**src/shared/adcic_pkg.sv**
```systemverilog
// Constants, types and helpers shared by the converter control block.
// Overview of operation
// - Unipolar inputs give straight binary results.
// - Bipolar inputs give twos complement results.
// - Overrange saturates at FFFF or 7FFF.
// - Arrangement 111 converts single-ended against ground.
// - Arrangement 010 is bipolar against shared return.
// - Arrangement 110 is unipolar against shared return.
// - Arrangement 00X selects bipolar channel pairs.
// - Arrangement 10X selects unipolar channel pairs.
// - Channel field picks positive input of pair.
// - Bit 6 picks full or quarter bandwidth.
// - Scan runs from input 0 to last channel.
// - Temperature sensor optionally converted after last channel.
// - Scanned pairs: even input positive, odd negative.
// - Scan control 01 updates without stopping scan.
// - Changing pairing or last channel restarts scan.
// - Convert pin rising edge starts timed conversion.
// - One 14-bit configuration word, loaded serially.
package adcic_pkg;
    localparam int          CFG_W         = 14;         // Config word width.
    localparam int          RES_W         = 16;         // Result width.
    localparam int          FRAME_W       = RES_W + CFG_W; // Readback frame.
    localparam int          CNT_W         = 5;          // Frame bit counter.
    localparam logic [13:0] CFG_RESET     = 14'h3FFF;   // Config after reset.
    localparam logic [4:0]  CFG_LAST_BIT  = 5'h0D;      // Final config bit.
    localparam logic [4:0]  RES_LAST_BIT  = 5'h0F;      // Final result bit.
    localparam logic [4:0]  FRAME_END     = 5'h1F;      // Counter saturation.
    // Arrangement codes of the input field.
    localparam logic [2:0]  ARR_SGL_GND   = 3'h7;
    localparam logic [2:0]  ARR_COM_BIP   = 3'h2;
    localparam logic [2:0]  ARR_COM_UNI   = 3'h6;
    // Scan control codes.
    localparam logic [1:0]  SCAN_HOLD     = 2'h0;
    localparam logic [1:0]  SCAN_UPDATE   = 2'h1;
    localparam logic [1:0]  SCAN_TEMP     = 2'h2;
    localparam logic [1:0]  SCAN_NOTEMP   = 2'h3;
    // Result codes.
    localparam logic [15:0] CODE_UNI_TOP  = 16'hFFFF;
    localparam logic [15:0] CODE_UNI_BOT  = 16'h0000;
    localparam logic [15:0] CODE_BIP_TOP  = 16'h7FFF;
    localparam logic [15:0] CODE_BIP_BOT  = 16'hFFFF;
    localparam logic [15:0] CODE_MSB      = 16'h8000;
    // Conversion timing on the internal conversion clock.
    localparam int          CLK_PERIOD_NS = 100;
    localparam int          CONV_TIME_NS  = 1600;
    localparam int          CONV_CYCLES   =
        (CONV_TIME_NS + CLK_PERIOD_NS - 1) / CLK_PERIOD_NS;
    localparam logic [4:0]  CONV_LOAD     = 5'(CONV_CYCLES - 1);
    // Pin slots in the synchroniser vector.
    localparam int          PIN_SCK       = 0;
    localparam int          PIN_DIN       = 1;
    localparam int          PIN_CS        = 2;
    localparam int          PIN_CNV       = 3;
    localparam int          PIN_N         = 4;

    // Configuration word, bit 13 first.
    typedef struct packed {
        logic       overwrite;              // Bit 13: word carries an update.
        logic [2:0] input_arrangement_code; // Bits 12..10.
        logic [2:0] last_channel;           // Bits 9..7.
        logic       bandwidth_choice;       // Bit 6: 0 selects quarter.
        logic [2:0] ref_select;             // Bits 5..3.
        logic [1:0] scan_control;           // Bits 2..1.
        logic       readback_n;             // Bit 0: low appends config.
    } adcic_cfg_s;

    typedef enum logic [1:0] {NEG_GND, NEG_COM, NEG_PAIR} adcic_neg_e;
    typedef enum logic {CONV_IDLE, CONV_BUSY} adcic_conv_e;

    // Input selection handed to the analog multiplexer.
    typedef struct packed {
        logic       temp;       // Temperature sensor instead of inputs.
        logic [2:0] pos;        // Positive input.
        logic [2:0] neg;        // Negative input when paired.
        adcic_neg_e neg_kind;   // Source of the negative input.
        logic       bipolar;    // Twos complement coding.
    } adcic_sel_s;

    // Raw answer of the analog core, offset binary.
    typedef struct packed {
        logic [15:0] value;
        logic        over;
        logic        under;
    } adcic_raw_s;

    // Bit 11 low selects channel pairs.
    function automatic logic is_paired(input logic [2:0] arr);
        return !arr[1];
    endfunction

    // Bit 12 low selects the bipolar range.
    function automatic logic is_bipolar(input logic [2:0] arr);
        return !arr[2];
    endfunction
endpackage

```
**src/core/adcic_result_coder.sv**
```systemverilog
// Output coding and saturation of one conversion result.
`timescale 1ns/1ps
`default_nettype none
module adcic_result_coder
    import adcic_pkg::*;
(
    input  wire adcic_raw_s raw,     // Raw answer of the analog core.
    input  wire logic       bipolar, // Twos complement requested.
    input  wire logic       temp,    // Temperature sensor result.
    output logic [15:0]     code     // Coded result.
);
    // The sensor result is always straight binary, whatever the range.
    always_comb
    begin
        if (bipolar && !temp)
        begin
            if (raw.over)
                code = CODE_BIP_TOP;
            else if (raw.under)
                code = CODE_BIP_BOT;
            else
                code = raw.value ^ CODE_MSB;
        end
        else
        begin
            if (raw.over)
                code = CODE_UNI_TOP;
            else if (raw.under)
                code = CODE_UNI_BOT;
            else
                code = raw.value;
        end
    end
endmodule
`default_nettype wire

```
**src/core/adcic_control.sv**
```systemverilog
// Configuration port, channel sequencer and conversion timing.
`timescale 1ns/1ps
`default_nettype none
module adcic_control
    import adcic_pkg::*;
(
    input  wire logic       clock,             // 10 MHz core clock.
    input  wire logic       resetn,            // Synchronous reset.
    input  wire logic       sck_pin,           // Serial clock from host.
    input  wire logic       din_pin,           // Serial data from host.
    input  wire logic       cs_n_pin,          // Frame select from host.
    input  wire logic       convert_start_pin, // Rising edge converts.
    input  wire adcic_raw_s raw,               // Analog core answer.
    output logic            dout,              // Serial result data.
    output logic            dout_oe_n,         // Low while dout drives.
    output logic            sample_hold,       // High while converting.
    output adcic_sel_s      mux_sel,           // Multiplexer selection.
    output logic            bandwidth_choice,  // 1 full, 0 quarter.
    output logic [2:0]      ref_select         // Reference setup.
);
    // Two-stage synchronisers plus a third stage for edge detection.
    logic [PIN_N-1:0] sync1_ff;   // First stage, read only by second.
    logic [PIN_N-1:0] sync2_ff;   // Stable copies of the pins.
    logic [PIN_N-1:0] prev_ff;    // Delayed copies for edges.
    logic [PIN_N-1:0] pins;       // Pins gathered in slot order.

    assign pins = {convert_start_pin, cs_n_pin, din_pin, sck_pin};

    // Each pin gets its own identical synchroniser chain.
    genvar gi;
    generate
        for (gi = 0; gi < PIN_N; gi++)
        begin : g_sync
            always_ff @(posedge clock)
            begin
                // Stages reset to the idle level of their pin. Frame select
                // idles high, so dout stays released during reset and no
                // false frame edge follows the release.
                if (!resetn)
                begin
                    sync1_ff[gi] <= (gi == PIN_CS);
                    sync2_ff[gi] <= (gi == PIN_CS);
                    prev_ff[gi]  <= (gi == PIN_CS);
                end
                else
                begin
                    sync1_ff[gi] <= pins[gi];
                    sync2_ff[gi] <= sync1_ff[gi];
                    prev_ff[gi]  <= sync2_ff[gi];
                end
            end
        end
    endgenerate

    logic sck_rise;   // Host shifts data in.
    logic sck_fall;   // Device shifts data out.
    logic cs_fall;    // Frame begins.
    logic selected;   // Frame in progress.
    logic cnv_rise;   // Convert request.

    assign sck_rise = sync2_ff[PIN_SCK] && !prev_ff[PIN_SCK];
    assign sck_fall = !sync2_ff[PIN_SCK] && prev_ff[PIN_SCK];
    assign cs_fall  = !sync2_ff[PIN_CS] && prev_ff[PIN_CS];
    assign selected = !sync2_ff[PIN_CS];
    assign cnv_rise = sync2_ff[PIN_CNV] && !prev_ff[PIN_CNV];

    // Serial port and configuration register state.
    adcic_cfg_s       cfg_ff,     nxt_cfg;      // Live configuration.
    logic [12:0]      shin_ff,    nxt_shin;     // Incoming config bits.
    logic [FRAME_W-1:0] shout_ff, nxt_shout;    // Outgoing frame.
    logic [CNT_W-1:0] bit_ff,     nxt_bit;      // Bits taken this frame.
    logic             wr_en_ff,   nxt_wr_en;    // Frame carries an update.
    logic             dout_ff,    nxt_dout;     // Registered data pin.
    logic             cfg_load;                 // Word completes now.
    adcic_cfg_s       new_cfg;                  // Word being completed.
    logic [15:0]      result_ff,  nxt_result;   // Last coded result.

    assign new_cfg  = adcic_cfg_s'({shin_ff, sync2_ff[PIN_DIN]});
    // A word only lands when its leading bit was high.
    assign cfg_load = selected && sck_rise && wr_en_ff
                      && (bit_ff == CFG_LAST_BIT);

    // Next state of the serial port; the counter saturates so that long
    // readback frames never wrap into a second update.
    always_comb
    begin
        nxt_cfg   = cfg_ff;
        nxt_shin  = shin_ff;
        nxt_shout = shout_ff;
        nxt_bit   = bit_ff;
        nxt_wr_en = wr_en_ff;
        nxt_dout  = dout_ff;
        if (cs_fall)
        begin
            // Frame start: result first, then config for readback.
            nxt_bit   = '0;
            nxt_wr_en = 1'b0;
            nxt_shout = {result_ff, cfg_ff};
            nxt_dout  = result_ff[RES_W-1];
        end
        else if (selected && sck_rise)
        begin
            if (bit_ff == '0)
                nxt_wr_en = sync2_ff[PIN_DIN];
            nxt_shin = {shin_ff[11:0], sync2_ff[PIN_DIN]};
            if (bit_ff != FRAME_END)
                nxt_bit = bit_ff + 5'h01;
            if (cfg_load)
                nxt_cfg = new_cfg;
        end
        else if (selected && sck_fall)
        begin
            nxt_shout = {shout_ff[FRAME_W-2:0], 1'b0};
            // Without readback, config bits are replaced by zeros.
            if (bit_ff > RES_LAST_BIT && cfg_ff.readback_n)
                nxt_dout = 1'b0;
            else
                nxt_dout = shout_ff[FRAME_W-2];
        end
    end

    // Registers of the serial port.
    always_ff @(posedge clock)
    begin
        if (!resetn)
        begin
            cfg_ff   <= adcic_cfg_s'(CFG_RESET);
            shin_ff  <= '0;
            shout_ff <= '0;
            bit_ff   <= '0;
            wr_en_ff <= 1'b0;
            dout_ff  <= 1'b0;
        end
        else
        begin
            cfg_ff   <= nxt_cfg;
            shin_ff  <= nxt_shin;
            shout_ff <= nxt_shout;
            bit_ff   <= nxt_bit;
            wr_en_ff <= nxt_wr_en;
            dout_ff  <= nxt_dout;
        end
    end

    // Conversion timing state.
    adcic_conv_e conv_ff, nxt_conv;   // Idle means acquiring.
    logic [4:0]  cnt_ff,  nxt_cnt;    // Cycles left in conversion.
    logic        conv_start;          // Convert edge accepted.
    logic        conv_done;           // Last conversion cycle.
    logic [15:0] coded;               // Coder output.

    // Edges during a conversion are ignored, as the sampler is busy.
    assign conv_start = cnv_rise && (conv_ff == CONV_IDLE);
    assign conv_done  = (conv_ff == CONV_BUSY) && (cnt_ff == '0);

    // Sequencer state.
    logic       seq_on_ff, nxt_seq_on;  // Scan running.
    logic       temp_en_ff, nxt_temp_en; // Sensor added to scan.
    logic [2:0] ch_ff,     nxt_ch;      // Next channel of scan.
    logic       temp_ff,   nxt_temp;    // Next slot is the sensor.
    logic       paired;                 // Pairs selected.
    logic       last_hit;               // Scan at its last channel.
    logic       restart;                // Update changed scan shape.
    adcic_sel_s cur_sel;                // Selection to present now.
    adcic_sel_s sel_ff, nxt_sel;        // Registered selection.

    assign paired   = is_paired(cfg_ff.input_arrangement_code);
    assign last_hit = paired ? (ch_ff[2:1] >= cfg_ff.last_channel[2:1])
                             : (ch_ff >= cfg_ff.last_channel);
    assign restart  = (new_cfg.input_arrangement_code[1]
                       != cfg_ff.input_arrangement_code[1])
                      || (new_cfg.last_channel != cfg_ff.last_channel);

    // Selection from configuration and scan position.
    always_comb
    begin
        cur_sel          = '0;
        cur_sel.bipolar  = is_bipolar(cfg_ff.input_arrangement_code);
        cur_sel.neg_kind = NEG_COM;
        if (cfg_ff.input_arrangement_code == ARR_SGL_GND)
            cur_sel.neg_kind = NEG_GND;
        else if (paired)
            cur_sel.neg_kind = NEG_PAIR;
        if (seq_on_ff)
        begin
            cur_sel.temp = temp_ff;
            cur_sel.pos  = paired ? {ch_ff[2:1], 1'b0} : ch_ff;
            cur_sel.neg  = {ch_ff[2:1], 1'b1};
        end
        else
        begin
            cur_sel.pos = cfg_ff.last_channel;
            cur_sel.neg = cfg_ff.last_channel ^ 3'h1;
        end
    end

    // Next state of the sequencer; a new word outranks a step taken in
    // the same cycle, so a restart is never skipped.
    always_comb
    begin
        nxt_seq_on  = seq_on_ff;
        nxt_temp_en = temp_en_ff;
        nxt_ch      = ch_ff;
        nxt_temp    = temp_ff;
        nxt_sel     = (conv_ff == CONV_BUSY) ? sel_ff : cur_sel;
        if (cfg_load)
        begin
            if (new_cfg.scan_control == SCAN_HOLD)
                nxt_seq_on = 1'b0;
            else if (new_cfg.scan_control != SCAN_UPDATE)
            begin
                nxt_seq_on  = 1'b1;
                nxt_temp_en = (new_cfg.scan_control == SCAN_TEMP);
                nxt_ch      = 3'h0;
                nxt_temp    = 1'b0;
            end
            else if (restart)
            begin
                nxt_ch   = 3'h0;
                nxt_temp = 1'b0;
            end
        end
        else if (conv_start && seq_on_ff)
        begin
            if (temp_ff)
            begin
                nxt_ch   = 3'h0;
                nxt_temp = 1'b0;
            end
            else if (last_hit && temp_en_ff)
                nxt_temp = 1'b1;
            else if (last_hit)
                nxt_ch = 3'h0;
            else
                nxt_ch = paired ? ch_ff + 3'h2 : ch_ff + 3'h1;
        end
    end

    // Registers of the sequencer.
    always_ff @(posedge clock)
    begin
        if (!resetn)
        begin
            seq_on_ff  <= 1'b0;
            temp_en_ff <= 1'b0;
            ch_ff      <= 3'h0;
            temp_ff    <= 1'b0;
            sel_ff     <= '0;
        end
        else
        begin
            seq_on_ff  <= nxt_seq_on;
            temp_en_ff <= nxt_temp_en;
            ch_ff      <= nxt_ch;
            temp_ff    <= nxt_temp;
            sel_ff     <= nxt_sel;
        end
    end

    adcic_result_coder u_coder
    (
        .raw     (raw),
        .bipolar (sel_ff.bipolar),
        .temp    (sel_ff.temp),
        .code    (coded)
    );

    // Conversion timer; the result is caught in its last cycle.
    always_comb
    begin
        nxt_conv   = conv_ff;
        nxt_cnt    = cnt_ff;
        nxt_result = result_ff;
        if (conv_start)
        begin
            nxt_conv = CONV_BUSY;
            nxt_cnt  = CONV_LOAD;
        end
        else if (conv_done)
        begin
            nxt_conv   = CONV_IDLE;
            nxt_result = coded;
        end
        else if (conv_ff == CONV_BUSY)
            nxt_cnt = cnt_ff - 5'h01;
    end

    // Registers of the conversion timer.
    always_ff @(posedge clock)
    begin
        if (!resetn)
        begin
            conv_ff   <= CONV_IDLE;
            cnt_ff    <= '0;
            result_ff <= '0;
        end
        else
        begin
            conv_ff   <= nxt_conv;
            cnt_ff    <= nxt_cnt;
            result_ff <= nxt_result;
        end
    end

    assign dout             = dout_ff;
    assign dout_oe_n        = !selected;
    assign sample_hold      = (conv_ff == CONV_BUSY);
    assign mux_sel          = sel_ff;
    assign bandwidth_choice = cfg_ff.bandwidth_choice;
    assign ref_select       = cfg_ff.ref_select;
endmodule
`default_nettype wire

```
**config.mk**
```make
export PLATFORM = sky130hd
export DESIGN_NAME = adcic_control
export DESIGN_NICKNAME = d
export VERILOG_FILES = /design/src/shared/adcic_pkg.sv /design/src/core/adcic_result_coder.sv /design/src/core/adcic_control.sv
export SDC_FILE = /design/constraint.sdc
export NUM_CORES = 1
export LEC_CHECK = 0
export BUFFER_PORTS_ARGS = -buffer_cell sky130_fd_sc_hd__buf_2
export CORE_MARGIN = 5
export CORE_UTILIZATION = 56
export CTS_CLUSTER_SIZE = 30
export DETAILED_ROUTE_END_ITERATION = 16
export PLACE_DENSITY = 0.74
export SYNTH_ARGS = -nofsm -noshare
export SYNTH_HDL_FRONTEND = slang
export SYNTH_SLANG_ARGS = --single-unit
```
**constraint.sdc**
```tcl
create_clock -name clock -period 2.6 [get_ports clock]
set_clock_uncertainty 0.2 [all_clocks]
set_input_delay 0.26 -clock clock [delete_from_list [all_inputs] [get_ports clock]]
set_output_delay 0.26 -clock clock [all_outputs]
set_load 0.02 [all_outputs]
```
==> summary.md <==
| Metric | Value |
|---|---|
| Num CTS Buffers | 9 |
| Outcome | completed |
| Vias per inst | 5.51 |
| Avg WL per Cell | 14.4 µm |
| Core area | 8130 µm² |
| Final min period | between 2000 and 2500 ps |
| Largest net degree at the start of global routing | just under 60 |
| Crit path max-delay family | simple AND/OR/NAND/NOR gates |
| Die height | between 100 and 150 µm |
| R2R setup slack | 450 ps |
| Power per standard cell area | about 590 nW/µm² |
| Leak | 2.04 nW |
| Slew @ Worst Pin | 606 ps |
| Routed wire length | approximately 10 mm |
| H-tree Lvls | 3 |
| Hold Vio Cnt, Final | 0 |
| CP Max Fanout | 12 |
| CP Buf/Inv Count | 0 |
| Area Overhead vs Synth | 13.7% |
| # nets final | between 600 and 700 |
| Setup CP Type | reg2reg |
| Hpwl dp | roughly 6.3 mm |
| Total Die Area | 10200 µm² |
| Vias in the first global route | ~3700 |
| Comb pwr share | between 8 and 9% |
| Sequential fraction of the synthesis area | a little under half |
| Core Util, Final | between 60 and 70% |
| Worst Path Required | approximately 2600 ps |
| Post-synth EDFFs | 0 |
| Max-Cap Viols | 0 |
| CP peak stage delay | between 500 and 600 ps |
| Fin Setup TNS | 0 ps |
| CTS max path bufs | 2 |
| Net switching power | 0.779 mW |
| #FFs+latches synth | between 100 and 150 |
| Post-synth ARST share | 0% |
| Slew Limit Fails | 0 |
| Clock sinks | 110 |
| CP Cell Sequence | or4b_4 -> or3_1 -> nand2_1 -> nand3_1 |
| Most common flop cell mapped by yosys | dfxtp_1 |
| Final setup fails | 0 |
| Non-filler cells, final | slightly below 700 |
| Crit path DAT | ~2200 ps |
| Max-Slew Margin vs Limit | 59.6% |
| Placer congestion estimate | 0.865 |
| Mapped cell area | 4620 µm² |
| Die width | around 100 µm |
| Antenna fix cells | 0 |
| Critical Path End Type | register |
| Via count | 3788 |
| First-pass GRT wire length | roughly 17 mm |
| RSZ-0062 raised after global routing | no |
| CP startpoint kind | register |
| Switching fraction of total power | between 20% and 30% |
| Fin crit share | 82.5% |
| Total GRT Usage | 20.5% |
| Synth warn | 0 |
| Clock power frac | between 30% and 40% |
| Post-CTS Resized | 0 |
| Synth Net Count | ~570 |
| DR DRC count | 0 |
| Clock root buffer | clkbuf_8 |
| Sequential Power Share | 57.4% |
| Core Rows | 33 |
| Clk_lat worst skew | between 300 and 400 ps |
| Fill cell count | about 660 |
| Hold Path Class | in2reg |
| Pre-Repair DR Iteration Count | 4 |
| Initial antenna violation count | 0 |
| Placed cell count | 652 |
| Initial Util | 56.8% |
| Pint | between 2 and 2.5 mW |
| DP Area | between 4000 and 5000 µm² |
| Worst hold slack | approximately 100 ps |
| Num ports | 41 |
| Clock Pin Slew Worst Setup and Hold Paths | around 110 ps |
| Critical path's slowest cell | or4b_4 |
| Share of cells above drive strength 1 | between 10% and 20% |
| Grt ovf | 0 |
| Initial DRC Count | 160 |
| Peak VDD IR | between 0.3 and 0.4 mV |
| Cells after Synth | ~540 |
| Synth cell types | between 40 and 50 |
| FMAX | around 470 MHz |
| Port Buf Inserts | 40 |
| Syn Area/Cell | approximately 8.6 µm² |
| Antenna-violating nets left | 0 |
| Design area | around 5300 µm² |
| CTS tree | built |
registers in the layout (all words and copies together), names as in the netlist, 4 cells and up:
| name | flops |
|---|---|
| shout_ff | 29 |
| result_ff | 16 |
| bit_ff | 5 |
| sync1_ff | 4 |
| mux_sel | 8 |
| shin_ff | 13 |
| cnt_ff | 5 |
| cfg_ff | 10 |
logic make-up after synthesis:
family	synth area share, %
AOI/OAI and AO/OA	16.4
xor gates and xnor gates	1.52
adders and majority gates	3.25
buffers and inverters	5.36
DFF	47.7
muxes	6.50
and+or+nand+nor	19.4
power groups by stage:
stage               clock [mW]  sequential, mW  combinational, mW
finish                    1.07            1.78              0.254
global route              1.15            1.78              0.285
CTS                       1.08            1.78              0.254
detailed placement           0            1.81              0.232
global placement             0            1.81              0.226
floorplan                    0            1.81              0.162
per-layer routing:
metal  vias to the layer above  routed length, µm  share of wire (%)  GRT usage, %
met5                         -                  0                  0             0
met4                         0                245                2.5          9.95
met3                        18                405                4.1          3.39
met2                        70               4640                 47          32.8
met1                      1778               4610                 47          27.0
li1                       1922                  -                  -             -
layout make-up:
type                    instances  area [µm²]  share of cell area [%]
clock buffers                  10         128                    2.43
clock inverters                 6        76.3                    1.45
inverters                      17        63.8                    1.21
multi-input cells             370        2190                    41.6
flip-flops and latches        110        2200                    41.9
well taps                     105         131                    2.50
repair buffers                 69         465                    8.86
per-stage QoR:
stage	total power [mW]	setup WS [ps]
final	3.10	454
after global routing	3.22	336
after CTS	3.11	454
after detailed placement	2.05	482
after global placement	2.04	542
after floorplan	1.98	547
placed cells by master (no fill, tap or decap), drive strengths merged, types with 2 or more instances in the layout:
cell and count:
a211oi 32, a21oi 46, a311oi 2, a31oi 2, and2 9, and3 4, buf 50, clkbuf 10
clkinv 2, dfxtp 110, dlygate4sd3 19, ha 12, inv 20, mux2i 30, nand2 82, nand2b 5
nand3 17, nand4 3, nor2 56, nor2b 6, nor3 2, nor3b 2, o211a 2, o211ai 6
o21ai 27, or2 2, xnor2 2, xor2 6
synth_stat cells (8+ instances only):
master | number | area (µm²)
dfxtp_1 | 110 | 2200
nand2_1 | 82 | 308
nor2_1 | 55 | 206
a21oi_1 | 46 | 230
a211oi_1 | 32 | 240
mux2i_1 | 30 | 300
o21ai_0 | 26 | 130
clkbuf_1 | 24 | 90.1
inv_1 | 17 | 63.8
nand3_1 | 17 | 85.1
ha_1 | 12 | 150
and2_1 | 9 | 56.3
buf_4 | 8 | 60.1
repair_timing:
item / in CTS / in global routing
setup endpoints to repair: 0 / 0
hold buffers: 19 / 0
hold endpoints to repair: 19 / 0
setup buffers: 0 / 0
tightest hold or removal path: cells and delay by family:
kind / cells / cell delay, ps
buf+inv: 1 / 90
xor+xnor: 1 / 130
compound gates: 2 / 100
simple gates: 1 / 60
worst paths after layout:
path                                        startpoint                         end  cells after the start
worst max-delay path              dout_oe_n$_SDFF_PN1_      cfg_ff[7]$_SDFFE_PN1P_                      4
worst max register to register    dout_oe_n$_SDFF_PN1_      cfg_ff[7]$_SDFFE_PN1P_                      4
worst min-delay path                            raw[1]  result_ff[15]$_SDFFE_PN0P_                      5
worst min register to register  sync1_ff[2]$_SDFF_PN1_        dout_oe_n$_SDFF_PN1_                      1
No activity file was read; power rests on OpenSTA's default activity.
